===== config.mk =====
export PLATFORM = sky130hd
export DESIGN_NAME = usb_dbg_regs
export DESIGN_NICKNAME = d
export VERILOG_FILES = /design/src/usb_dbg_pkg.sv /design/src/usb_dbg_regs.sv
export SDC_FILE = /design/constraint.sdc
export NUM_CORES = 1
export LEC_CHECK = 0
export BUFFER_PORTS_ARGS = -buffer_cell sky130_fd_sc_hd__buf_2
export CORE_ASPECT_RATIO = 2
export CORE_MARGIN = 2
export CORE_UTILIZATION = 59
export DETAILED_ROUTE_END_ITERATION = 6
export GPL_TIMING_DRIVEN = 1
export HOLD_SLACK_MARGIN = 0.08
export PLACE_DENSITY = 0.86
export SETUP_SLACK_MARGIN = 0.3
export SKIP_CTS_REPAIR_TIMING = 1
export SYNTH_ARGS = -nofsm -noshare
export SYNTH_HDL_FRONTEND = slang
export SYNTH_SLANG_ARGS = --single-unit

===== constraint.sdc =====
create_clock -name CLK_I -period 4 [get_ports CLK_I]
set_input_delay 0.8 -clock CLK_I [delete_from_list [all_inputs] [get_ports CLK_I]]
set_output_delay 0.8 -clock CLK_I [all_outputs]
set_load 0.02 [all_outputs]

===== src/usb_dbg_pkg.sv =====
package usb_dbg_pkg;

	localparam int NPORT = 2;
	localparam int PW    = $clog2(NPORT);

	localparam logic [15:0] OFF_QSPACE = 16'hC160;
	localparam logic [15:0] OFF_LTDBG  = 16'hC164;
	localparam logic [15:0] OFF_LANE   = 16'hC168;
	localparam logic [15:0] OFF_BMU    = 16'hC16C;
	localparam logic [15:0] OFF_MUX    = 16'hC170;
	localparam logic [15:0] OFF_LSP    = 16'hC174;
	localparam logic [15:0] OFF_EP0    = 16'hC178;
	localparam logic [15:0] OFF_EP1    = 16'hC17C;
	localparam logic [15:0] OFF_HSMAP  = 16'hC180;
	localparam logic [15:0] OFF_FSMAP  = 16'hC188;
	localparam logic [15:0] OFF_PHYCFG = 16'hC200;

	localparam logic [31:0] PHYCFG_RST = 32'h4010_2400;
	localparam logic [31:0] MUX_RST    = 32'h003F_0000;
	localparam logic [31:0] EP1_RST    = 32'h0080_0000;
	localparam logic [5:0]  TRACE_OFF  = 6'h3F;

	localparam logic [2:0] P3C_RUN      = 3'h0;
	localparam logic [2:0] P3C_ENTRY    = 3'h1;
	localparam logic [2:0] P3C_WAIT_IN  = 3'h2;
	localparam logic [2:0] P3C_STOP     = 3'h3;
	localparam logic [2:0] P3C_EXIT     = 3'h4;
	localparam logic [2:0] P3C_WAIT_OUT = 3'h5;

	localparam int  CLK_PERIOD_PS = 5000;
	localparam real XCVR_DLY_US   = 2.5;
	localparam int  XCVR_DLY_CYC  = int'($floor(XCVR_DLY_US * 1.0e6 / CLK_PERIOD_PS));
	localparam real LS_RATE_MBPS  = 1.5;
	localparam int  LS_HALF_CYC   = int'($ceil(1.0e6 / (2.0 * LS_RATE_MBPS) / CLK_PERIOD_PS));
	localparam logic [3:0] GAP_BASE_HALVES = 4'h4;

	typedef enum logic [2:0] {
		state_clock_running,
		state_deep_sleep_entry_request,
		state_wait_entry_status,
		state_deep_sleep_clock_stopped,
		state_deep_sleep_exit_request,
		state_wait_exit_status
	} p3_state_t;

	typedef struct packed {
		logic       rx_equaliser_training_mirror;
		logic [1:0] tx_deemphasis_mirror;
		logic       tx_swing_mirror;
		logic       rx_termination_mirror;
		logic       tx_ones_zeros_mirror;
	} pipe_mirror_t;

	typedef struct packed {
		logic        psel;
		logic        penable;
		logic        pwrite;
		logic [15:0] paddr;
		logic [31:0] pwdata;
	} apb_req_t;

	typedef struct packed {
		logic        pready;
		logic [31:0] prdata;
		logic        pslverr;
	} apb_rsp_t;

	typedef struct packed {
		logic       utmi_phy_soft_reset;
		logic       free_running_phy_clock_present;
		logic [4:0] rsv_a;
		logic [2:0] low_speed_turnaround_gap;
		logic [2:0] low_speed_interpacket_gap;
		logic [4:0] rsv_b;
		logic [3:0] fifo_turnaround_clocks;
		logic       chirp_transceiver_delay;
		logic [8:0] rsv_c;
	} phycfg_t;

	typedef struct packed {
		logic [7:0] rsv_a;
		logic [7:0] trace_sel;
		logic       debug_capability_trace_enable;
		logic       rsv_b;
		logic [5:0] host_trace_select;
		logic [3:0] device_trace_select;
		logic [3:0] endpoint_trace_select;
	} mux_t;

	typedef struct packed {
		p3_state_t [NPORT-1:0] p3;
		logic [8:0]  qsel;
		logic [23:0] buffer_control_debug;
		mux_t        mux;
		logic [3:0]  hs_inst;
		logic [3:0]  fs_inst;
		phycfg_t     phy;
		logic [31:0] list_processor;
		logic [31:0] ep0;
		logic [31:0] ep1;
		logic [31:0] trace;
		logic [31:0] prdata;
		logic        pslverr;
		logic        ulpi_req;
		logic        chirp_on;
		logic [9:0]  gap_cnt;
		logic [8:0]  chirp_cnt;
	} state_t;

endpackage


===== src/usb_dbg_regs.sv =====
`timescale 1ns/1ps
`default_nettype none

module usb_dbg_regs (
	input  wire logic                                   CLK_I,
	input  wire logic                                   RSTN_I,
	input  wire logic                                   CE_I,
	input  wire usb_dbg_pkg::apb_req_t                  APB_REQ_I,
	output var  usb_dbg_pkg::apb_rsp_t                  APB_RSP_O,
	input  wire logic                                   HOST_MODE_I,
	input  wire logic                                   USB2_ONLY_I,
	input  wire logic                                   ULPI_SEL_I,
	input  wire logic                                   DEVICE_ONLY_I,
	input  wire logic                                   CORE_SOFT_RESET_I,
	input  wire logic                                   ULPI_RESET_DONE_I,
	input  wire usb_dbg_pkg::pipe_mirror_t [usb_dbg_pkg::NPORT-1:0] PIPE_MIRROR_I,
	input  wire logic [usb_dbg_pkg::NPORT-1:0]          P3_REQUEST_I,
	input  wire logic [usb_dbg_pkg::NPORT-1:0]          PHY_STATUS_I,
	input  wire logic [usb_dbg_pkg::NPORT-1:0][8:0]     LANE_BIT_ERROR_I,
	input  wire logic [15:0]                            SPACE_AVAIL_I,
	input  wire logic [3:0]                             BUF_DATA_DBG_I,
	input  wire logic [3:0]                             BUF_CACHE_DBG_I,
	input  wire logic [31:0]                            LSP_DEBUG_I,
	input  wire logic [63:0]                            EP_DEBUG_I,
	input  wire logic                                   LS_RX_END_I,
	input  wire logic                                   LS_TX_END_I,
	input  wire logic                                   CHIRP_REQ_I,
	output logic                                        HS_PHY_RESET_O,
	output logic                                        ULPI_FUNC_RESET_O,
	output logic                                        HS_MAC_CLOCK_FROM_PORT0_O,
	output logic                                        LS_TX_READY_O,
	output logic [3:0]                                  FIFO_TURNAROUND_O,
	output logic                                        CHIRP_TXVALID_O,
	output logic [13:0]                                 LSP_SELECT_O,
	output logic                                        DBC_TRACE_O,
	output logic [3:0]                                  EP_SELECT_O,
	output logic [31:0]                                 LA_TRACE_O,
	output logic [3:0]                                  PORT1_HS_INSTANCE_O,
	output logic [3:0]                                  PORT1_FS_INSTANCE_O
);
	import usb_dbg_pkg::*;

	state_t s;
	state_t next_s;

	logic              setup;
	logic              access;
	logic              wr;
	logic [PW-1:0]     pidx;
	logic              port_ok;
	logic [31:0]       lt_sel;
	logic [8:0]        lane_sel;
	logic [31:0]       rd;
	logic              hit;

	function automatic logic [2:0] p3_code(input p3_state_t st);
		case (st)
			state_clock_running:            p3_code = P3C_RUN;
			state_deep_sleep_entry_request: p3_code = P3C_ENTRY;
			state_wait_entry_status:        p3_code = P3C_WAIT_IN;
			state_deep_sleep_clock_stopped: p3_code = P3C_STOP;
			state_deep_sleep_exit_request:  p3_code = P3C_EXIT;
			state_wait_exit_status:         p3_code = P3C_WAIT_OUT;
			default:                        p3_code = P3C_RUN;
		endcase
	endfunction

	function automatic logic [31:0] lt_word(input pipe_mirror_t m, input p3_state_t st);
		lt_word = {23'h0, m.rx_equaliser_training_mirror, m.tx_deemphasis_mirror,
			p3_code(st), m.tx_swing_mirror, m.rx_termination_mirror,
			m.tx_ones_zeros_mirror};
	endfunction

	function automatic logic [9:0] gap_cycles(input logic [2:0] code);
		gap_cycles = 10'((GAP_BASE_HALVES + 4'(code)) * LS_HALF_CYC);
	endfunction

	assign setup  = APB_REQ_I.psel && !APB_REQ_I.penable;
	assign access = APB_REQ_I.psel && APB_REQ_I.penable;
	assign wr     = access && APB_REQ_I.pwrite;

	// port select lives in queue-space low bits
	assign pidx    = s.qsel[PW-1:0];
	assign port_ok = (s.qsel[3:0] < 4'(NPORT));

	// link-training view of the selected port
	// mirrors straight from the PIPE outputs
	assign lt_sel   = port_ok ? lt_word(PIPE_MIRROR_I[pidx], s.p3[pidx]) : 32'h0;
	// lane error count of the selected port
	assign lane_sel = port_ok ? LANE_BIT_ERROR_I[pidx] : 9'h0;

	// Read decode, pure function of state and inputs
	// a read alters no state but the registered prdata and pslverr
	always_comb begin
		rd  = 32'h0;
		hit = 1'b1;
		case (APB_REQ_I.paddr)
			OFF_QSPACE: rd = {SPACE_AVAIL_I, 7'h0, s.qsel};
			// nothing to report without a SuperSpeed link
			OFF_LTDBG:  rd = USB2_ONLY_I ? 32'h0 : lt_sel;
			OFF_LANE:   rd = {23'h0, lane_sel};
			OFF_BMU:    rd = {s.buffer_control_debug, BUF_DATA_DBG_I, BUF_CACHE_DBG_I};
			OFF_MUX:    rd = s.mux;
			OFF_LSP:    rd = s.list_processor;
			OFF_EP0:    rd = s.ep0;
			OFF_EP1:    rd = s.ep1;
			OFF_HSMAP:  rd = {28'h0, s.hs_inst};
			OFF_FSMAP:  rd = {28'h0, s.fs_inst};
			OFF_PHYCFG: rd = s.phy;
			default:    hit = 1'b0;
		endcase
	end

	always_comb begin
		next_s = s;

		if (setup) begin
			next_s.prdata  = rd;
			next_s.pslverr = !hit;
		end

		if (wr) begin
			case (APB_REQ_I.paddr)
				OFF_QSPACE: next_s.qsel = APB_REQ_I.pwdata[8:0];
				OFF_BMU:    next_s.buffer_control_debug = APB_REQ_I.pwdata[31:8];
				OFF_MUX: begin
					next_s.mux.trace_sel = APB_REQ_I.pwdata[23:16];
					next_s.mux.debug_capability_trace_enable = APB_REQ_I.pwdata[15];
					next_s.mux.host_trace_select = APB_REQ_I.pwdata[13:8];
					next_s.mux.device_trace_select = APB_REQ_I.pwdata[7:4];
					next_s.mux.endpoint_trace_select = APB_REQ_I.pwdata[3:0];
				end
				OFF_HSMAP:  next_s.hs_inst = APB_REQ_I.pwdata[3:0];
				OFF_FSMAP:  next_s.fs_inst = APB_REQ_I.pwdata[3:0];
				OFF_PHYCFG: begin
					next_s.phy.utmi_phy_soft_reset = APB_REQ_I.pwdata[31];
					// free clock cannot be claimed on a device-only core
					next_s.phy.free_running_phy_clock_present =
						APB_REQ_I.pwdata[30] && !DEVICE_ONLY_I;
					next_s.phy.low_speed_turnaround_gap = APB_REQ_I.pwdata[24:22];
					next_s.phy.low_speed_interpacket_gap = APB_REQ_I.pwdata[21:19];
					next_s.phy.fifo_turnaround_clocks = APB_REQ_I.pwdata[13:10];
					next_s.phy.chirp_transceiver_delay = APB_REQ_I.pwdata[9];
				end
				default: ;
			endcase
		end

		for (int i = 0; i < NPORT; i++) begin
			case (s.p3[i])
				state_clock_running:
					if (P3_REQUEST_I[i])
						next_s.p3[i] = state_deep_sleep_entry_request;
				state_deep_sleep_entry_request:
					next_s.p3[i] = state_wait_entry_status;
				state_wait_entry_status:
					if (PHY_STATUS_I[i])
						next_s.p3[i] = state_deep_sleep_clock_stopped;
				state_deep_sleep_clock_stopped:
					if (!P3_REQUEST_I[i])
						next_s.p3[i] = state_deep_sleep_exit_request;
				state_deep_sleep_exit_request:
					next_s.p3[i] = state_wait_exit_status;
				state_wait_exit_status:
					if (PHY_STATUS_I[i])
						next_s.p3[i] = state_clock_running;
				default:
					next_s.p3[i] = state_clock_running;
			endcase
		end

		// endpoint and list debug words captured live
		next_s.list_processor = LSP_DEBUG_I;
		next_s.ep0 = EP_DEBUG_I[31:0];
		next_s.ep1 = EP_DEBUG_I[63:32];

		// trace mux; only the low six select bits decode
		case (s.mux.trace_sel[5:0])
			TRACE_OFF: next_s.trace = 32'h0;
			6'h00:     next_s.trace = USB2_ONLY_I ? 32'h0 : lt_sel;
			6'h01:     next_s.trace = {23'h0, lane_sel};
			6'h02:     next_s.trace = s.list_processor;
			6'h03:     next_s.trace = s.ep0;
			6'h04:     next_s.trace = s.ep1;
			default:   next_s.trace = 32'h0;
		endcase

		// request a function-control reset; a new request beats completion
		if (ULPI_RESET_DONE_I)
			next_s.ulpi_req = 1'b0;
		if (CORE_SOFT_RESET_I)
			next_s.ulpi_req = 1'b1;

		if (s.gap_cnt != 10'h0)
			next_s.gap_cnt = s.gap_cnt - 10'h1;
		if (HOST_MODE_I) begin
			if (LS_RX_END_I)
				next_s.gap_cnt = gap_cycles(s.phy.low_speed_turnaround_gap);
			if (LS_TX_END_I)
				next_s.gap_cnt = gap_cycles(s.phy.low_speed_interpacket_gap);
		end else begin
			next_s.gap_cnt = 10'h0;
		end

		// chirp delay after selecting the HS transceiver
		if (!CHIRP_REQ_I) begin
			next_s.chirp_on  = 1'b0;
			next_s.chirp_cnt = 9'h0;
		end else if (!s.chirp_on) begin
			next_s.chirp_on  = 1'b1;
			next_s.chirp_cnt = (s.phy.chirp_transceiver_delay && !HOST_MODE_I) ?
				9'(XCVR_DLY_CYC) : 9'h0;
		end else if (s.chirp_cnt != 9'h0) begin
			next_s.chirp_cnt = s.chirp_cnt - 9'h1;
		end
	end

	always_ff @(posedge CLK_I) begin
		if (!RSTN_I) begin
			s          <= '0;
			s.phy      <= PHYCFG_RST;
			s.mux      <= MUX_RST;
			s.ep1      <= EP1_RST;
			s.ulpi_req <= 1'b1;
		end else if (CE_I) begin
			s <= next_s;
		end
	end

	// Zero-wait slave: one driver for the whole response
	assign APB_RSP_O = '{pready: 1'b1, prdata: s.prdata, pslverr: s.pslverr};

	// UTMI reset follows the soft-reset bit while ULPI is not selected
	assign HS_PHY_RESET_O            = s.phy.utmi_phy_soft_reset && !ULPI_SEL_I;
	assign ULPI_FUNC_RESET_O         = s.ulpi_req && ULPI_SEL_I;
	// MAC clock taken from port-0 free clock
	assign HS_MAC_CLOCK_FROM_PORT0_O = s.phy.free_running_phy_clock_present;
	assign LS_TX_READY_O             = (s.gap_cnt == 10'h0);
	assign FIFO_TURNAROUND_O = HOST_MODE_I ? 4'h0 : s.phy.fifo_turnaround_clocks;
	assign CHIRP_TXVALID_O   = CHIRP_REQ_I && s.chirp_on && (s.chirp_cnt == 9'h0);
	// host uses all three fields, device only its own
	assign LSP_SELECT_O = HOST_MODE_I ?
		{s.mux.host_trace_select, s.mux.device_trace_select, s.mux.endpoint_trace_select} :
		{10'h0, s.mux.device_trace_select};
	assign EP_SELECT_O  = HOST_MODE_I ? 4'h0 : s.mux.endpoint_trace_select;
	// debug-capability list data only in host mode
	assign DBC_TRACE_O  = HOST_MODE_I && s.mux.debug_capability_trace_enable;
	assign LA_TRACE_O   = s.trace;
	assign PORT1_HS_INSTANCE_O = s.hs_inst;
	assign PORT1_FS_INSTANCE_O = s.fs_inst;

	logic [31:0] lt_port0;
	assign lt_port0 = lt_word(PIPE_MIRROR_I[0], s.p3[0]);
endmodule

`default_nettype wire


==> impl_metrics.py <==
metrics = {
    "floorplanning": {
        "dieHeight_um": 224.8,
        "ios": 319,
        "row_count": 80,
        "die_w_um": 114.4,
        "initial_core_util_pct": 60.14,
        "die_area_sq_um": 25720,
        "coreArea_sq_um": 23920,
    },
    "route": {
        "dr_total_vias": 13679,
        "drt_iter0_drc": 1436,
        "routed_wl_um": 48760,
        "via_per_inst": 6.330,
        "dr.pass1.iters": 7,
        "wl_per_cell_um": 22.56,
        "drc_errors": 8,
        "postRouteAntennaNets": 0,
    },
    "worst_setup_path": {
        "critPathMaxStageDelay_ns": 0.68,
        "timing.rr.start": "s[239]",
        "rrSetupSlack_ns": 1.44,
        "ff2ff_path_depth": 8,
        "path_cells": "inv_1 > ha_1 > or4b_2 > or2_2 > nor3_1 > buf_2",
        "cp.arrival_ns": 2.57,
        "start_kind": "register",
        "rr_endpoint": "LA_TRACE_O[17]",
        "path_max_fanout": 5,
        "required_ns": 3.20,
        "crit_path_end_kind": "output pin",
        "worst_path_max_delay_cell": "or4b_2",
        "critPathKind": "register to output pin",
    },
    "layout": {
        "final_cell_mix": "315 x buf_2, 264 x dfxtp_1, 209 x nand2_1",
        "final_common_cell": "buf_2",
        "nets": 2076,
        "drive_above_1_share_pct": 24.54,
        "fin_area_sq_um": 16250,
        "area_growth_pct": 12.95,
    },
    "timing": {
        "fin_crit_sh_pct": 84.32,
        "finalSetupViolCount": 0,
        "skew_ns": 0.01573,
        "hold_slack_ns": 0.4607,
        "fmaxAchievable_mhz": 296.5,
        "slew_headroom_pct": 34.46,
        "setup_tns_ns": 0,
        "hold_viol_final": 0,
        "slew_violations": 0,
        "post-route-min-period_ns": 3.373,
        "tightest_slew_ns": 0.9756,
        "rsz0062_at_grt": "no",
    },
    "power": {
        "vdd_drop_max_mv": 0.3443,
        "p_per_area_nw_per_um2": 360.6,
        "leakage_uw": 0.006729,
    },
    "clocking": {
        "root_buffer": "clkbuf_16",
        "cts_tree": "done",
        "clock-sinks": 265,
        "htreeDepth": 1,
        "clk_pin_slew_ns": 0.08,
        "worstSkewPairLatency_ns": 0.55,
        "cts_buffers": 23,
        "clk_path_buf_depth": 3,
    },
    "synthesis": {
        "synth_edf_count": 0,
        "synth_warnings": 0,
        "synth-seq-cells": 265,
        "synth_cells": 1672,
        "synth_area_sq_um": 14390,
        "syn_area_per_cell_sq_um": 8.604,
        "synth-main-ff-cell": "dfxtp_1",
        "synth_cell_types": 74,
        "synth-seq-area-share_pct": 36.88,
        "synth_fp_nets": 1903,
        "synth_async_sr_flop_share_pct": 0,
    },
    "placed_design": {
        "port_buffers": 317,
        "place_area_sq_um": 15410,
        "dpl.hpwl_um": 36040,
        "gp_congestion": 1.038,
    },
    "job": {
        "cap_violations": 0,
    },
    "worst_hold_path": {
        "hold_start": "CORE_SOFT_RESET_I",
        "hold_end": "s[20]",
        "hold_class": "primary input to register",
        "whs_path_depth": 3,
    },
    "global_route": {
        "grt_max_degree": 140,
        "antenna_found_initial": 13,
        "grt_pass1_wl_um": 72640,
        "grt.overflow.total": 0,
        "first_global_vias": 12930,
        "grtUsageTotal_pct": 36.33,
    },
    "outcome": {
        "outcome": "finished, violations left",
        "violations": "design-rule violations",
    },
}
==> cells in the mapped netlist (all sizes together) (17+ instances only) <==
master | number | area [sq um]
dfxtp | 265 | 5305
nor3 | 30 | 182.7
a222oi | 17 | 170.2
a22oi | 46 | 345.3
nand3 | 45 | 225.2
mux2 | 44 | 495.5
inv | 48 | 180.2
a21oi | 78 | 390.4
buf | 103 | 708.2
a21boi | 35 | 262.8
nand2 | 209 | 784.5
nor2b | 116 | 725.7
nor2 | 59 | 224.0
o22ai | 29 | 181.4
mux2i | 123 | 1231
and2 | 47 | 294.0
o21ai | 60 | 300.3
a22o | 25 | 219.0
clkbuf | 97 | 484.2
==> flip-flops by register name, indices dropped and copies added (netlist names) <==
signal / count
APB_RSP_O: 33
LA_TRACE_O: 32
PORT1_FS_INSTANCE_O: 4
pidx: 1
s: 190
HS_MAC_CLOCK_FROM_PORT0_O: 1
PORT1_HS_INSTANCE_O: 4
==> critical path: cells and delay by family (launching register included) <==
family        cells  cell delay [ns]
fa+ha+maj         1             0.20
buf+inv           2             0.26
simple gates      3             1.23
flops             1             0.34
==> stage by stage <==
| stage | total power (uW) | std cells | setup WS [ns] | utilization [%] |
|---|---|---|---|---|
| 3_3_place_gp | 3402 | 2107 | 0.6164 | 64.40 |
| 4_1_cts | 5837 | 2149 | 0.6414 | 67.80 |
| 5_1_grt | 5994 | 2161 | 0.5558 | 67.92 |
| 3_5_place_dp | 3420 | 2107 | 0.5499 | 64.40 |
| 6_report | 5859 | 2161 | 0.6273 | 67.92 |
| 2_1_floorplan | 3182 | 1672 | 1.155 | - |
==> worst max-delay path by stage <==
stage,from,endpoint,slack [ns],cells after the start
after global routing,s[0],CHIRP_TXVALID_O,0.56,6
final,s[0],CHIRP_TXVALID_O,0.63,6
after CTS,s[0],CHIRP_TXVALID_O,0.64,6
after floorplan,APB_REQ_I[33],APB_RSP_O[7],1.16,7
after detailed placement,APB_REQ_I[41],APB_RSP_O[16],0.55,8
after global placement,APB_REQ_I[41],APB_RSP_O[16],0.62,8
==> cell families after synthesis <==
| kind of cell | Yosys count | synth area share (%) |
|---|---|---|
| AOI/OAI and AO/OA | 390 | 18.89 |
| and+or+nand+nor | 579 | 20.86 |
| adders and majority gates | 14 | 1.322 |
| buffers and inverters | 248 | 9.541 |
| xor gates and xnor gates | 8 | 0.4870 |
| DFF | 265 | 36.88 |
| muxes | 167 | 12.00 |
| other | 1 | 0.02607 |
==> final cells by class <==
class	count	area (sq um)
inverters	48	180.2
multi-input cells	1159	7721
clock inverters	13	183.9
fillers	1955	7674
well taps	287	359.1
repair buffers	348	1841
clock buffers	29	628.1
flip-flops and latches	265	5306
diodes	12	30.03
==> layer usage <==
layer	up-vias	wire, um	track usage [%]
met5	-	7	0
met4	2	3548	23.92
met3	185	4103	5.228
met2	818	23320	59.76
met1	6466	17780	43.54
li1	6208	-	-
==> power breakdown <==
group | internal, uW | switching, uW | leakage (uW) | total [uW]
Combinational | 259 | 335 | 0.00417 | 594
Sequential | 2710 | 78.1 | 0.00216 | 2790
Clock | 1390 | 1090 | 0.000403 | 2480
Total | 4360 | 1500 | 0.00673 | 5860
Power figures use the tool's default switching activity.
